**src/hdl/ucc_defs.svh**
```systemverilog
`ifndef UCC_DEFS_SVH
`define UCC_DEFS_SVH
`define UCC_OFS_CONTROL_A   8'h00
`define UCC_OFS_CONTROL_B   8'h04
`define UCC_OFS_BAUD    8'h0C
`define UCC_OFS_SYNCB   8'h1C
`define UCC_OFS_DBG     8'h30
`define UCC_A_SOFT_RESET_TRIGGER     0
`define UCC_A_EN        1
`define UCC_A_MODE      2
`define UCC_A_OVERSAMPLE_RATE_SELECT     13
`define UCC_A_FORM      24
`define UCC_B_CHSZ      0
`define UCC_B_SBM       6
`define UCC_B_COLD      8
`define UCC_B_SFD       9
`define UCC_B_ENC       10
`define UCC_B_PM        13
`define UCC_B_TX        16
`define UCC_B_RX        17
`define UCC_S_SOFT_RESET_TRIGGER     0
`define UCC_S_EN        1
`define UCC_S_CONTROL_B     2
`define UCC_RST_WORD    32'h0000_0000
`define UCC_SYNC_CYC    4
`define UCC_MODE_EXT    3'h0
`define UCC_MODE_INT    3'h1
`define UCC_FORM_PAR    4'h1
`define UCC_FORM_ABPAR  4'h5
`endif

```
**src/hdl/ucc_pkg.sv**
```systemverilog
package ucc_pkg;
  typedef enum logic [0:0] {
    UCC_RUN  = 1'b0,
    UCC_SRST = 1'b1
  } ucc_srst_t;
endpackage : ucc_pkg

```
**src/hdl/ucc_usart_ctrl.sv**
```systemverilog
`timescale 1ns/1ps
`include "ucc_defs.svh"
module ucc_usart_ctrl #(
  parameter int ADDR_W      = 8,
  parameter int DATA_W      = 9,
  parameter int SYNC_CYCLES = `UCC_SYNC_CYC
) (
  input  wire logic              SYS_CLK,
  input  wire logic              RST_N,
  input  wire logic              PSEL,
  input  wire logic              PENABLE,
  input  wire logic              PWRITE,
  input  wire logic [ADDR_W-1:0] PADDR,
  input  wire logic [31:0]       PWDATA,
  input  wire logic [3:0]        PSTRB,
  output logic      [31:0]       PRDATA,
  output logic                   PREADY,
  output logic                   PSLVERR,
  input  wire logic [DATA_W-1:0] TXW_DATA,
  input  wire logic              TXW_VALID,
  output logic                   TXW_READY,
  output logic      [DATA_W-1:0] TXE_DATA,
  output logic                   TXE_VALID,
  input  wire logic              TXE_READY,
  input  wire logic              TX_BUSY,
  input  wire logic              RX_START_EVT,
  input  wire logic              RX_DONE_EVT,
  input  wire logic              IRQ_RXS_EN,
  input  wire logic              IRQ_RXC_EN,
  output logic                   WAKE,
  output logic                   CORE_EN,
  output logic                   CLK_SRC_EXT,
  output logic                   CLK_SRC_INT,
  output logic                   RX_ON,
  output logic                   TX_ON,
  output logic                   RX_FLUSH,
  output logic                   PARITY_EN,
  output logic                   PARITY_ODD,
  output logic                   IRDA_EN,
  output logic                   SFD_EN,
  output logic                   COLL_DET_EN,
  output logic                   TWO_STOP,
  output logic      [3:0]        DATA_BITS,
  output logic      [15:0]       BAUD_INT,
  output logic      [2:0]        BAUD_FRAC,
  output logic                   DBG_STOP
);
  localparam int CW = $clog2(SYNC_CYCLES + 1);
  localparam logic [CW-1:0] SYNC_N = CW'(SYNC_CYCLES);
  // longest wait for a control-B sync: counter load, count, run
  localparam int PEND_MAX = SYNC_CYCLES + 2;

  if (SYNC_CYCLES < 1 || DATA_W < 5 || DATA_W > 32) begin : g_chk
    $error("ucc_usart_ctrl: unsupported parameter values");
  end

  typedef struct packed {
    ucc_pkg::ucc_srst_t srst;
    logic [CW-1:0]     sr_cnt;
    logic [2:0]        mode;
    logic [3:0]        form;
    logic [2:0]        oversample_rate_select;
    logic              en;
    logic              en_act;
    logic [CW-1:0]     en_cnt;
    logic              rx_req;
    logic              tx_req;
    logic              rx_run;
    logic              tx_run;
    logic [CW-1:0]     cb_cnt;
    logic              parity_kind;
    logic              line_encoding_select;
    logic              frame_start_wake_enable;
    logic              collision_detect_on;
    logic              stop_bit_count_select;
    logic [2:0]        character_width;
    logic [15:0]       baud;
    logic              dbg;
    logic [31:0]       rdata;
    logic              flush;
    logic              wake;
    logic [DATA_W-1:0] b0;
    logic [DATA_W-1:0] b1;
    logic [1:0]        bcnt;
  } ucc_st_t;

  ucc_st_t q;
  ucc_st_t n;

  function automatic logic [31:0] merge(input logic [31:0] o, input logic [31:0] w,
                                        input logic [3:0] s);
    logic [31:0] m;
    m = {{8{s[3]}}, {8{s[2]}}, {8{s[1]}}, {8{s[0]}}};
    return (o & ~m) | (w & m);
  endfunction : merge

  function automatic logic [3:0] width_of(input logic [2:0] c);
    case (c)
      3'h1:    return 4'h9;
      3'h5:    return 4'h5;
      3'h6:    return 4'h6;
      3'h7:    return 4'h7;
      default: return 4'h8;
    endcase
  endfunction : width_of

  logic        wr;
  logic        setup;
  logic        in_srst;
  logic        pend;
  logic        push;
  logic        pop;
  logic [31:0] ra;
  logic [31:0] rb;
  logic [31:0] rs;
  logic [31:0] va;
  logic [31:0] vb;
  logic [7:0]  ofs;

  assign wr      = PSEL && PENABLE && PWRITE;
  assign setup   = PSEL && !PENABLE && !PWRITE;
  assign ofs     = 8'(PADDR);
  assign in_srst = (q.srst == ucc_pkg::UCC_SRST);
  assign pend    = q.en_act && ((q.rx_req && !q.rx_run) || (q.tx_req && !q.tx_run));
  assign push    = TXW_VALID && TXW_READY;
  assign pop     = TXE_VALID && TXE_READY;

  // enable bits show the request while disabled, otherwise one only while both request and running state are set
  always_comb begin
    ra = `UCC_RST_WORD;
    ra[`UCC_A_SOFT_RESET_TRIGGER] = in_srst;
    ra[`UCC_A_EN] = q.en;
    ra[`UCC_A_MODE +: 3] = q.mode;
    ra[`UCC_A_OVERSAMPLE_RATE_SELECT +: 3] = q.oversample_rate_select;
    ra[`UCC_A_FORM +: 4] = q.form;
    rb = `UCC_RST_WORD;
    rb[`UCC_B_RX] = q.rx_req && (!q.en_act || q.rx_run);
    rb[`UCC_B_TX] = q.tx_req && (!q.en_act || q.tx_run);
    rb[`UCC_B_PM] = q.parity_kind;
    rb[`UCC_B_ENC] = q.line_encoding_select;
    rb[`UCC_B_SFD] = q.frame_start_wake_enable;
    rb[`UCC_B_COLD] = q.collision_detect_on;
    rb[`UCC_B_SBM] = q.stop_bit_count_select;
    rb[`UCC_B_CHSZ +: 3] = q.character_width;
    rs = `UCC_RST_WORD;
    rs[`UCC_S_SOFT_RESET_TRIGGER] = in_srst;
    rs[`UCC_S_EN] = (q.en_cnt != '0);
    rs[`UCC_S_CONTROL_B] = pend;
    va = merge(ra, PWDATA, PSTRB);
    vb = merge(rb, PWDATA, PSTRB);
  end

  always_comb begin
    n = q;
    n.flush = 1'b0;
    n.wake = q.frame_start_wake_enable && q.en_act &&
             ((RX_START_EVT && IRQ_RXS_EN) || (RX_DONE_EVT && IRQ_RXC_EN));
    if (setup) begin
      case (ofs)
        `UCC_OFS_CONTROL_A: n.rdata = ra;
        `UCC_OFS_CONTROL_B: n.rdata = rb;
        `UCC_OFS_BAUD:  n.rdata = {16'h0000, q.baud};
        `UCC_OFS_SYNCB: n.rdata = rs;
        `UCC_OFS_DBG:   n.rdata = {31'h0000_0000, q.dbg};
        default:        n.rdata = `UCC_RST_WORD;
      endcase
    end
    if (q.en_cnt != '0) begin
      n.en_cnt = q.en_cnt - 1'b1;
      if (q.en_cnt == CW'(1)) begin
        n.en_act = q.en;
      end
    end
    if (!q.en_act) begin
      n.rx_run = 1'b0;
      n.tx_run = 1'b0;
      n.cb_cnt = '0;
    end else if (q.cb_cnt != '0) begin
      n.cb_cnt = q.cb_cnt - 1'b1;
      if (q.cb_cnt == CW'(1)) begin
        n.rx_run = q.rx_req;
        n.tx_run = q.tx_req;
      end
    end else if (pend) begin
      n.cb_cnt = SYNC_N;
    end
    // transmitter holds on until queue and engine are both empty
    if (!q.tx_req && q.tx_run && q.bcnt == 2'd0 && !TX_BUSY) begin
      n.tx_run = 1'b0;
    end
    if (pop) begin
      n.b0 = q.b1;
    end
    if (push) begin
      if (q.bcnt == 2'd0 || (q.bcnt == 2'd1 && pop)) begin
        n.b0 = TXW_DATA;
      end else begin
        n.b1 = TXW_DATA;
      end
    end
    n.bcnt = q.bcnt + 2'(push) - 2'(pop);
    if (in_srst) begin
      n.sr_cnt = q.sr_cnt - 1'b1;
      if (q.sr_cnt == CW'(1)) begin
        n.srst = ucc_pkg::UCC_RUN;
      end
    end else if (wr && ofs == `UCC_OFS_CONTROL_A && va[`UCC_A_SOFT_RESET_TRIGGER]) begin
      n = '0;
      n.dbg = q.dbg;
      n.rdata = q.rdata;
      n.srst = ucc_pkg::UCC_SRST;
      n.sr_cnt = SYNC_N;
    end else if (wr) begin
      case (ofs)
        `UCC_OFS_CONTROL_A: begin
          if (!q.en) begin
            n.mode = va[`UCC_A_MODE +: 3];
            n.oversample_rate_select = va[`UCC_A_OVERSAMPLE_RATE_SELECT +: 3];
            n.form = va[`UCC_A_FORM +: 4];
          end
          n.en = va[`UCC_A_EN];
          if (va[`UCC_A_EN] != q.en) begin
            n.en_cnt = SYNC_N;
          end
        end
        `UCC_OFS_CONTROL_B: begin
          if (!q.en) begin
            n.parity_kind = vb[`UCC_B_PM];
            n.line_encoding_select = vb[`UCC_B_ENC];
            n.frame_start_wake_enable = vb[`UCC_B_SFD];
            n.collision_detect_on = vb[`UCC_B_COLD];
            n.stop_bit_count_select = vb[`UCC_B_SBM];
            n.character_width = vb[`UCC_B_CHSZ +: 3];
          end
          n.rx_req = vb[`UCC_B_RX];
          if (!vb[`UCC_B_RX]) begin
            n.rx_run = 1'b0;
            n.flush = 1'b1;
          end
          n.tx_req = vb[`UCC_B_TX];
        end
        `UCC_OFS_BAUD: begin
          if (!q.en) begin
            n.baud = va[15:0];
          end
        end
        `UCC_OFS_DBG: n.dbg = PWDATA[0];
        default: ;
      endcase
    end
  end

  always_ff @(posedge SYS_CLK or negedge RST_N) begin
    if (!RST_N) begin
      q <= '0;
    end else begin
      q <= n;
    end
  end

  assign PREADY      = 1'b1;
  assign PSLVERR     = wr && in_srst;
  assign PRDATA      = q.rdata;
  // refuse new words once transmitter is being turned off or reset runs
  assign TXW_READY   = (q.bcnt != 2'd2) && q.tx_req && !in_srst;
  assign TXE_VALID   = (q.bcnt != 2'd0) && q.tx_run;
  assign TXE_DATA    = q.b0;
  assign WAKE        = q.wake;
  assign CORE_EN     = q.en_act;
  assign CLK_SRC_EXT = q.mode == `UCC_MODE_EXT;
  assign CLK_SRC_INT = q.mode == `UCC_MODE_INT;
  assign RX_ON       = q.rx_run;
  assign TX_ON       = q.tx_run;
  assign RX_FLUSH    = q.flush;
  assign PARITY_EN   = q.form == `UCC_FORM_PAR || q.form == `UCC_FORM_ABPAR;
  assign PARITY_ODD  = q.parity_kind;
  assign IRDA_EN     = q.line_encoding_select;
  assign SFD_EN      = q.frame_start_wake_enable;
  assign COLL_DET_EN = q.collision_detect_on;
  assign TWO_STOP    = q.stop_bit_count_select;
  assign DATA_BITS   = width_of(q.character_width);
  assign BAUD_INT    = q.oversample_rate_select[0] ? {3'b000, q.baud[12:0]} : q.baud;
  assign BAUD_FRAC   = q.oversample_rate_select[0] ? q.baud[15:13] : 3'b000;
  assign DBG_STOP    = q.dbg;
endmodule : ucc_usart_ctrl

```
**config.mk**
```make
export PLATFORM = sky130hd
export DESIGN_NAME = ucc_usart_ctrl
export DESIGN_NICKNAME = d
export VERILOG_FILES = /design/src/hdl/ucc_pkg.sv /design/src/hdl/ucc_usart_ctrl.sv
export VERILOG_INCLUDE_DIRS = /design/src /design/src/hdl
export SDC_FILE = /design/constraint.sdc
export NUM_CORES = 1
export LEC_CHECK = 0
export BUFFER_PORTS_ARGS = -buffer_cell sky130_fd_sc_hd__buf_4
export CAP_MARGIN = 20
export CORE_MARGIN = 3
export CORE_UTILIZATION = 45
export DETAILED_ROUTE_END_ITERATION = 10
export GPL_ROUTABILITY_DRIVEN = 0
export PLACE_DENSITY = 0.7
export RECOVER_POWER = 50
export SLEW_MARGIN = 20
export SYNTH_ARGS = -nofsm -noshare
export SYNTH_HDL_FRONTEND = slang
export SYNTH_SLANG_ARGS = --single-unit
```
**constraint.sdc**
```tcl
create_clock -name SYS_CLK -period 4.57 [get_ports SYS_CLK]
set_input_delay 0.457 -clock SYS_CLK [delete_from_list [all_inputs] [get_ports SYS_CLK]]
set_output_delay 0.457 -clock SYS_CLK [all_outputs]
set_load 0.02 [all_outputs]
```
==> results of run 1 <==
## metrics by stage
step,total power [W],hold WS [ns]
floorplan,0.00120,0.161
global placement,0.00131,0.452
detailed placement,0.00133,0.457
CTS,0.00206,0.134
global route,0.00214,0.350
finish,0.00203,0.342
## where the power goes
group	switching, W	internal, W
clock network	0.000326	0.000404
logic	0.000212	0.000152
registers	0.0000462	0.000889
## worst paths after layout
path / to / slack, ns / cells after the start
setup / recovery: q[6]$_DFF_PN0_ / 2.02 / 2
hold / removal: q[93]$_DFFE_PN0P_ / 0.34 / 2
hold reg to reg: PRDATA[27]$_DFFE_PN0P_ / 0.47 / 2
setup reg to reg: q[55]$_DFFE_PN0P_ / 2.21 / 4
min in group asynchronous: q[63]$_DFFE_PN0P_ / 0.85 / 1
max in group SYS_CLK: q[55]$_DFFE_PN0P_ / 2.21 / 4
## area by class of cell
class	count	area share, %
sequential	95	38.5
clock inverter	5	0.649
multi-input combinational	350	39.0
clock buffer	11	4.09
inverter	18	1.09
tap	143	2.90
timing repair buffer	131	13.7
## per-layer routing
layer | wire length, um | vias up
met5 | 0 | -
met4 | 205 | 0
met3 | 860 | 18
met2 | 6320 | 127
met1 | 5880 | 2086
li1 | - | 1968
## logic make-up after synthesis
family | Yosys count
other cells | 2
xor+xnor | 4
compound gates | 104
fa+ha+maj | 11
flops | 95
simple gates | 168
mux | 52
buf+inv | 94
## registers in the layout (all words and copies together), names as in the netlist
register,flops
RX_ON,1
TX_ON,1
IRDA_EN,1
PARITY_ODD,1
DBG_STOP,1
WAKE,1
TXE_DATA,9
PRDATA,22
SFD_EN,1
RX_FLUSH,1
CORE_EN,1
in_srst,1
q,52
COLL_DET_EN,1
TWO_STOP,1
## cell usage in the layout (no fill, tap or decap), drive strengths merged, types with 12 or more instances in the layout
cell type,synthesis,layout
inv,18,20
a21oi,14,14
nor2,50,50
clkbuf,9,47
mux2i,33,33
buf,67,95
a22o,12,12
mux2,19,19
nand2,43,43
o21ai,20,20
dfrtp,95,95
==> flow_metrics.py, run 1 <==
metrics = {
    "run_status": {
        "outcome": "finished, violations left",
        "failing_checks": "capacitance limit, slew limit",
    },
    "synth": {
        "post_synth_most_frequent_cells": "dfrtp_1 (95), buf_4 (57), nor2_1 (50)",
        "synth.top_cells.by_area": "dfrtp_1 (45%), buf_4 (8.0%), mux2i_1 (6.2%)",
        "synth_warnings": 0,
        "synth_sequential_area_ratio_pct": 44.6,
        "synth_most_common_cell": "dfrtp_1",
        "share_of_the_synthesized_area_in_the_top_cell_type_pct": 44.6,
        "synthesis.instances": 530,
        "post_synth.cell_area_avg_um2": 10.0,
        "synth_seq_cells": 95,
        "synth_xor_area_share_pct": 0.658,
        "synth-compound-area-share_pct": 14.4,
        "synthSimpleGateAreaFrac_pct": 16.2,
        "netlist.top_cell.by_area": "dfrtp_1",
        "synthDistinctLibCells": 62,
        "synthArstFlopShare_pct": 100,
        "post_synth_mux_area_share_pct": 10.3,
        "dominantRegCellSynth": "dfrtp_1",
        "synth_top_family_by_area": "simple AND/OR/NAND/NOR gates",
        "syn-cell-area_um2": 5330,
        "synth_edf_count": 0,
        "synthAdderAreaFrac_pct": 2.58,
    },
    "worst_hold_path": {
        "holdCritPathClass": "input pin to register",
        "hp-start": "PWDATA[15]",
    },
    "routing": {
        "postRouteAntennaNets": 0,
        "routed_wire_length_per_instance_um": 17.6,
        "remaining_drc_errors": 0,
        "totalWireLength_um": 13300,
        "viasPerCell": 5.58,
        "number_of_iterations_in_the_first_detailed_routing_pass": 5,
        "vias": 4199,
        "detail_route.iter0.violations": 272,
    },
    "placement": {
        "dp_hpwl_um": 9670,
        "io_buffers": 125,
        "dpl-instance-area_um2": 6010,
        "numPlacedInstances": 737,
        "dp_slack_ns": 1.85,
    },
    "die": {
        "chipWidth_um": 115,
        "core_ar_um2": 11500,
        "ioPinCount": 147,
        "initial_utilization_pct": 46.3,
        "num_rows": 39,
        "die_area_um2": 13200,
        "fp.dieH_um": 115,
    },
    "layout": {
        "fillers": 1053,
        "drive_gt1_share_pct": 23.3,
        "antenna-diode-count": 0,
        "post_layout_nonfiller_instances": 753,
        "area_growth_pct": 15.9,
        "layout.cell_area.non_filler_um2": 6170,
        "core_utilization_of_the_finished_layout_pct": 53.6,
        "multi_input_comb_area_um2": 2410,
        "design.final.nets": 681,
        "regArea_um2": 2380,
    },
    "worst_setup_path": {
        "start_point_of_the_critical_path": "RST_N",
        "path_delay_family": "buffers and inverters",
        "maximum_cell_stage_delay_along_the_critical_path_ns": 1.70,
        "timing_worst_setup_path_type": "input pin to async pin",
        "crit_path_top_delay_cell": "clkbuf_1",
        "crit_path_end_kind": "async pin",
        "critical_path_peak_fanout": 51,
        "worstPathRequired_ns": 4.99,
        "worstSetupStartpointType": "input pin",
        "series_of_cell_instances_along_the_critical_path": "clkbuf_1 -> buf_4",
        "crit_arrival_ns": 2.97,
        "reg2reg_from": "in_srst$_DFF_PN0_",
        "critPathBufInv": 2,
    },
    "power_and_ir_drop": {
        "power.density_cell_area_nw_per_um2": 329,
        "peakVddDrop_uv": 148,
        "leakage_nw": 3.06,
    },
    "grt": {
        "globalRoute.busiestLayer": "met2",
        "grt_first_pass_wirelength_um": 21100,
        "maximum_number_of_pins_on_one_net_before_global_route_repair": 52,
        "grt_use_met3_pct": 4.05,
        "global_route.usage.met2_pct": 32.3,
        "global_route_usage_sum_pct": 20.3,
        "total_global_routing_overflow": 0,
        "antenna_found_initial": 0,
        "global_route.usage.met1_pct": 28.0,
        "first_global_vias": 4159,
    },
    "sta": {
        "timing.final.ws_setup_ns": 2.02,
        "tightestPinTransition_ns": 2.44,
        "grt_setup_unrepaired": "false",
        "skew_ns": 0.00730,
        "maxSlewViolCount": 46,
        "final_hold_vio_count": 0,
        "worst_slew_margin_rel_pct": -62.5,
        "finalSetupViolCount": 0,
        "achievable-frequency_mhz": 393,
        "layout_min_cycle_time_ns": 2.55,
        "fin_tns_setup_ns": 0,
        "period_share_pct": 55.7,
    },
    "clocking": {
        "ctsRootBufferMaster": "clkbuf_16",
        "cts_tree": "done",
        "post_cts_buffers": 0,
        "numCtsBuffers": 9,
        "ctsLongestPathBuffers": 2,
        "number_of_h_tree_levels": 3,
        "post_cts_resized": 0,
        "clock_insertion_delay_worst_skew_ns": 0.34,
        "ctsHoldBuffers": 0,
        "cts_sinks": 95,
        "clkSlewWorstSetupHoldPaths_ns": 0.07,
    },
    "flow_run": {
        "max_cap_violations": 1,
    },
}
No activity file was read; power rests on OpenSTA's default activity.
==> inputs of run 2 (changes only) <==
--- a/config.mk
+++ b/config.mk
@@ -6,6 +6,7 @@
 export SDC_FILE = /design/constraint.sdc
 export NUM_CORES = 1
 export LEC_CHECK = 0
+export ABC_AREA = 1
 export BUFFER_PORTS_ARGS = -buffer_cell sky130_fd_sc_hd__buf_4
 export CAP_MARGIN = 20
 export CORE_MARGIN = 3
==> constraint.sdc (replaced) <==
create_clock -name SYS_CLK -period 2.4 [get_ports SYS_CLK]
set_input_delay 0.24 -clock SYS_CLK [delete_from_list [all_inputs] [get_ports SYS_CLK]]
set_output_delay 0.24 -clock SYS_CLK [all_outputs]
set_load 0.02 [all_outputs]
==> run 2 against run 1 <==
- the run now ends clean
- die area up 4.0%
- non-clock buffer count up 5
- via count up 16%
- clock power up 82%
- final cell count up 28%
- first-iteration DRC count up 32%
- total power up 84%
- global-route usage up 1.1 points
==> flow_metrics.py, run 2 <==
metrics = {
    "layout": {
        "largest_reg_flops": 52,
        "drive_gt1_share_pct": 16.6,
        "antenna-diode-count": 0,
        "design.final.nets": 890,
        "area_growth_pct": 13.7,
        "final_cell_mix": "nand2_1 (230), dfrtp_1 (95), buf_4 (80), nor2_1 (77), inv_1 (67)",
        "largest_register": "q",
        "mostFrequentLayoutCell": "nand2_1",
        "layout.cell_area.non_filler_um2": 6310,
    },
    "clocking": {
        "number_of_h_tree_levels": 3,
        "cts_tree": "done",
        "clock_insertion_delay_worst_skew_ns": 0.35,
        "post_cts_buffers": 0,
        "ctsHoldBuffers": 1,
        "post_cts_resized": 0,
        "numCtsBuffers": 9,
        "cts_sinks": 95,
        "ctsRootBufferMaster": "clkbuf_16",
        "ctsLongestPathBuffers": 2,
        "clkSlewWorstSetupHoldPaths_ns": 0.07,
    },
    "worst_setup_path": {
        "maximum_cell_stage_delay_along_the_critical_path_ns": 0.46,
        "reg2reg_from": "in_srst$_DFF_PN0_",
        "worstPathRequired_ns": 2.63,
        "crit_path_end_kind": "register",
        "worstSetupStartpointType": "register",
        "path_common_cell": "nand2_1",
        "series_of_cell_instances_along_the_critical_path": "inv_2 -> nand2_1 -> nand2_1 -> nor2_2 -> nand2_2 -> o21ai_2 -> nand2_4 -> nand2_1 -> o21ai_1",
        "timing_worst_setup_path_type": "register to register",
        "critical_path_peak_fanout": 20,
        "start_point_of_the_critical_path": "in_srst$_DFF_PN0_",
        "crit_arrival_ns": 2.21,
        "crit_path_top_delay_cell": "dfrtp_1",
    },
    "synth": {
        "post_synth.cell_area_avg_um2": 7.54,
        "synthArstFlopShare_pct": 100,
        "synthesis.instances": 736,
        "synthDistinctLibCells": 37,
        "netlist.top_cell.by_area": "dfrtp_1",
        "synth_seq_cells": 95,
        "dominantRegCellSynth": "dfrtp_1",
        "syn-cell-area_um2": 5550,
        "synth_most_common_cell": "nand2_1",
        "post_synth_most_frequent_cells": "nand2_1 (230), dfrtp_1 (95), nor2_1 (77)",
        "synth_edf_count": 0,
        "share_of_the_synthesized_area_in_the_top_cell_type_pct": 42.8,
        "synth_sequential_area_ratio_pct": 42.8,
        "synth_warnings": 0,
        "synth.top_cells.by_area": "dfrtp_1 (43%), nand2_1 (16%), buf_4 (7.7%)",
    },
    "routing": {
        "routed_wire_length_per_instance_um": 15.0,
        "vias": 4891,
        "detail_route.iter0.violations": 359,
        "totalWireLength_um": 14500,
        "postRouteAntennaNets": 0,
        "viasPerCell": 5.09,
        "number_of_iterations_in_the_first_detailed_routing_pass": 5,
        "remaining_drc_errors": 0,
    },
    "sta": {
        "final_hold_vio_count": 0,
        "achievable-frequency_mhz": 504,
        "skew_ns": 0.00562,
        "tightestPinTransition_ns": 0.884,
        "maxSlewViolCount": 0,
        "fin_tns_setup_ns": 0,
        "layout_min_cycle_time_ns": 1.98,
        "worst_slew_margin_rel_pct": 41.1,
        "grt_setup_unrepaired": "false",
        "period_share_pct": 82.7,
        "finalSetupViolCount": 0,
    },
    "die": {
        "initial_utilization_pct": 47.4,
        "core_ar_um2": 11700,
        "chipWidth_um": 117,
        "die_area_um2": 13700,
        "ioPinCount": 147,
        "fp.dieH_um": 117,
        "num_rows": 39,
    },
    "flow_run": {
        "max_cap_violations": 0,
    },
    "placement": {
        "io_buffers": 125,
        "dp_hpwl_um": 10400,
        "dpl-instance-area_um2": 6230,
    },
    "power_and_ir_drop": {
        "peakVddDrop_uv": 450,
        "leakage_nw": 3.36,
        "power.density_cell_area_nw_per_um2": 593,
    },
    "run_status": {
        "outcome": "finished clean",
    },
    "grt": {
        "antenna_found_initial": 0,
        "maximum_number_of_pins_on_one_net_before_global_route_repair": 40,
        "global_route_usage_sum_pct": 21.4,
        "grt_first_pass_wirelength_um": 22600,
        "first_global_vias": 4579,
        "total_global_routing_overflow": 0,
    },
    "worst_hold_path": {
        "hp-start": "TXW_DATA[5]",
        "holdCritPathClass": "input pin to register",
    },
}
## run 2: final timing paths
kind / cells after the start / slack [ns] / endpoint
worst min-delay path: 3 / 0.13 / TXE_DATA[5]$_DFF_PN0_
min in group asynchronous: 2 / 0.55 / PRDATA[14]$_DFFE_PN0P_
worst max-delay path: 9 / 0.42 / q[91]$_DFFE_PN0P_
max in group asynchronous: 3 / 0.67 / q[101]$_DFFE_PN0P_
worst min register to register: 2 / 0.48 / PRDATA[14]$_DFFE_PN0P_
worst max register to register: 9 / 0.42 / q[91]$_DFFE_PN0P_
## run 2: logic make-up after synthesis
| group | after synthesis | synth area share (%) |
|---|---|---|
| compound gates | 85 | 9.61 |
| xor+xnor | 4 | 0.631 |
| fa+ha+maj | 11 | 2.48 |
| buf+inv | 153 | 15.2 |
| flops | 95 | 42.8 |
| mux | 1 | 0.180 |
| other cells | 2 | 0.135 |
| simple gates | 385 | 28.9 |
## run 2: cell type report
class	instances	area (um^2)
Fill cell	1154	5400
Clock buffer	10	229
Sequential cell	95	2380
Tap cell	143	179
Clock inverter	5	35.0
Timing Repair Buffer	136	843
Inverter	75	282
Multi-Input combinational cell	497	2360
## run 2: metal layers
layer / track usage, % / share of wire [%] / wire length [um]
met1: 27.6 / 43 / 6230
met2: 34.7 / 48 / 6930
met3: 5.24 / 6.8 / 983
met4: 8.26 / 2.2 / 315
met5: 0 / 0 / 0
## run 2: power breakdown
part | total, W | switching (W) | internal [W]
logic | 0.000661 | 0.000411 | 0.000250
clock network | 0.00133 | 0.000632 | 0.000699
registers | 0.00175 | 0.0000673 | 0.00168
total | 0.00374 | 0.00111 | 0.00263
## run 2: metrics by stage
stage	setup slack [ns]	hold WS, ns	total power (W)	util, %	instances
global route	0.283	0.128	0.00394	53.9	961
global placement	0.489	0.221	0.00240	53.2	945
detailed placement	0.459	0.223	0.00245	53.2	945
floorplan	0.399	-0.0556	0.00220	-	745
CTS	0.420	0.118	0.00379	55.5	961
finish	0.415	0.128	0.00374	53.9	961
## run 2: worst max-delay path, delay by kind of cell, from the launching register on
family,cells,cell delay (ns)
DFF,1,0.46
AOI/OAI and AO/OA,2,0.35
and+or+nand+nor,6,0.89
buffers and inverters,1,0.16
==> inputs of run 3 (changes only) <==
--- a/config.mk
+++ b/config.mk
@@ -13,7 +13,7 @@
 export CORE_UTILIZATION = 45
 export DETAILED_ROUTE_END_ITERATION = 10
 export GPL_ROUTABILITY_DRIVEN = 0
-export PLACE_DENSITY = 0.7
+export PLACE_DENSITY = 0.73
 export RECOVER_POWER = 50
 export SLEW_MARGIN = 20
 export SYNTH_ARGS = -nofsm -noshare
==> constraint.sdc (replaced) <==
create_clock -name SYS_CLK -period 1.7 [get_ports SYS_CLK]
set_input_delay 0.17 -clock SYS_CLK [delete_from_list [all_inputs] [get_ports SYS_CLK]]
set_output_delay 0.17 -clock SYS_CLK [all_outputs]
set_load 0.02 [all_outputs]
==> run 3 against run 2 <==
- wire length is 4.6% lower
- sequential power is 40% higher
- setup slack worse by 0.29 ns
- fmax is 26% higher
- total power is 46% higher
- die area stayed put
- critical endpoint is now q[1]$_DFF_PN0_
==> flow_metrics.py, run 3 (synthesis gave the netlist of run 2 again) <==
metrics = {
    "power_and_ir_drop": {
        "power_frac_clock_pct": 38.0,
        "power_switching_w": 0.00155,
        "switching_share_pct": 28.6,
        "leakage_nw": 3.56,
        "internal_dissipation_w": 0.00388,
        "fin_total_pwr_w": 0.00544,
        "peakVddDrop_uv": 482,
        "combPwrFrac_pct": 16.9,
        "power.density_cell_area_nw_per_um2": 822,
        "pwr-share-seq_pct": 45.1,
    },
    "routing": {
        "vias": 4872,
        "remaining_drc_errors": 0,
        "detail_route.iter0.violations": 360,
        "postRouteAntennaNets": 0,
        "routed_wire_length_per_instance_um": 14.1,
        "viasPerCell": 4.97,
        "number_of_iterations_in_the_first_detailed_routing_pass": 6,
        "totalWireLength_um": 13800,
    },
    "worst_setup_path": {
        "crit_path_end_kind": "register",
        "timing_worst_setup_path_type": "register to register",
        "worstPathRequired_ns": 1.94,
        "worstSetupStartpointType": "register",
        "crit_arrival_ns": 1.81,
        "critical_path_peak_fanout": 4,
        "reg2reg_setup_slack_ns": 0.13,
    },
    "sta": {
        "tightestPinTransition_ns": 1.11,
        "worst_slew_margin_rel_pct": 25.7,
        "fin_tns_setup_ns": 0,
        "achievable-frequency_mhz": 636,
        "final_hold_vio_count": 0,
        "finalSetupViolCount": 0,
        "maxSlewViolCount": 0,
        "skew_ns": 0.00880,
        "period_share_pct": 92.5,
        "layout_min_cycle_time_ns": 1.57,
    },
    "die": {
        "initial_utilization_pct": 47.4,
        "num_rows": 39,
        "fp.dieH_um": 117,
        "chipWidth_um": 117,
        "ioPinCount": 147,
        "die_area_um2": 13700,
        "core_ar_um2": 11700,
    },
    "clocking": {
        "cts_sinks": 95,
        "ctsLongestPathBuffers": 2,
        "number_of_h_tree_levels": 3,
        "ctsRootBufferMaster": "clkbuf_16",
        "cts_tree": "done",
        "clock_insertion_delay_worst_skew_ns": 0.35,
        "numCtsBuffers": 9,
        "clkSlewWorstSetupHoldPaths_ns": 0.07,
    },
    "layout": {
        "antenna-diode-count": 0,
        "largest_reg_flops": 52,
        "fillers": 1127,
        "core_utilization_of_the_finished_layout_pct": 56.5,
        "largest_register": "q",
        "drive_gt1_share_pct": 22.0,
        "final_cell_mix": "nand2_1 (229), buf_4 (119), dfrtp_1 (94), nor2_1 (75), inv_1 (64)",
        "design.final.nets": 908,
        "area_growth_pct": 19.2,
        "mostFrequentLayoutCell": "nand2_1",
    },
    "grt": {
        "global_route_usage_sum_pct": 20.2,
        "first_global_vias": 4432,
        "maximum_number_of_pins_on_one_net_before_global_route_repair": 36,
        "grt_first_pass_wirelength_um": 21700,
        "total_global_routing_overflow": 0,
        "antenna_found_initial": 0,
    },
    "placement": {
        "dp_hpwl_um": 10400,
        "io_buffers": 125,
    },
    "flow_run": {
        "max_cap_violations": 0,
    },
    "worst_hold_path": {
        "holdCritPathClass": "input pin to register",
    },
    "run_status": {
        "outcome": "finished clean",
    },
}
==> run 3: layout make-up <==
type                    instances  area, um^2  share of cell area, %
inverters                      75         287                   4.33
repair buffers                154        1060                   16.1
well taps                     143         179                   2.71
clock buffers                   9         225                   3.41
multi-input cells             497        2400                   36.3
clock inverters                 7        81.3                   1.23
flip-flops and latches         95        2380                   36.0
==> run 3: path summary, 6_finish.rpt <==
check,startpoint,depth (start not counted),end
setup / recovery,q[0]$_DFF_PN0_,11,q[1]$_DFF_PN0_
min in group asynchronous,RST_N,2,PRDATA[25]$_DFFE_PN0P_
max in group asynchronous,RST_N,3,TXE_DATA[5]$_DFF_PN0_
hold reg to reg,PRDATA[11]$_DFFE_PN0P_,2,PRDATA[11]$_DFFE_PN0P_
setup reg to reg,q[0]$_DFF_PN0_,11,q[1]$_DFF_PN0_
hold / removal,TXW_DATA[8],3,TXE_DATA[8]$_DFF_PN0_
==> run 3: critical path, cell delays in order, from the launching register on <==
cell	delay, ns
dfrtp_1	0.42
inv_1	0.06
nand2_1	0.07
nand3_2	0.08
inv_2	0.08
nand2_2	0.07
ha_1	0.27
inv_1	0.04
ha_1	0.17
xnor2_1	0.12
nand2_1	0.06
inv_1	0.03
==> run 3: through the flow <==
step	cell area, um^2	hold WS [ns]	std cells	setup slack, ns
2_1_floorplan	5610	-0.126	745	0.0117
3_3_place_gp	6400	0.0753	962	0.101
3_5_place_dp	6400	0.0756	962	0.0837
4_1_cts	6720	0.0614	979	0.0945
5_1_grt	6610	0.0653	980	-0.0176
6_report	6610	0.0662	980	0.127
==> run 3: power by group through the flow <==
stage / clock network (W) / logic (W) / registers (W)
after detailed placement: 0 / 0.000947 / 0.00250
after CTS: 0.00211 / 0.000956 / 0.00245
after floorplan: 0 / 0.000614 / 0.00250
after global routing: 0.00220 / 0.00105 / 0.00247
after global placement: 0 / 0.000924 / 0.00250
final: 0.00207 / 0.000917 / 0.00245
==> run 3: repair_timing <==
action,4_1_cts,5_1_grt
endpoints found under the setup margin,0,24
resized for setup,0,3
hold buffers,1,0
setup buffers,0,1
endpoints found under the hold margin,17,0
==> run 3: routing by layer <==
layer | up-vias | track usage, % | part of all wire (%)
met5 | - | 0 | 0
met4 | 0 | 5.81 | 2.0
met3 | 24 | 4.11 | 6.4
met2 | 144 | 32.0 | 47
met1 | 2261 | 28.3 | 45
li1 | 2443 | - | -
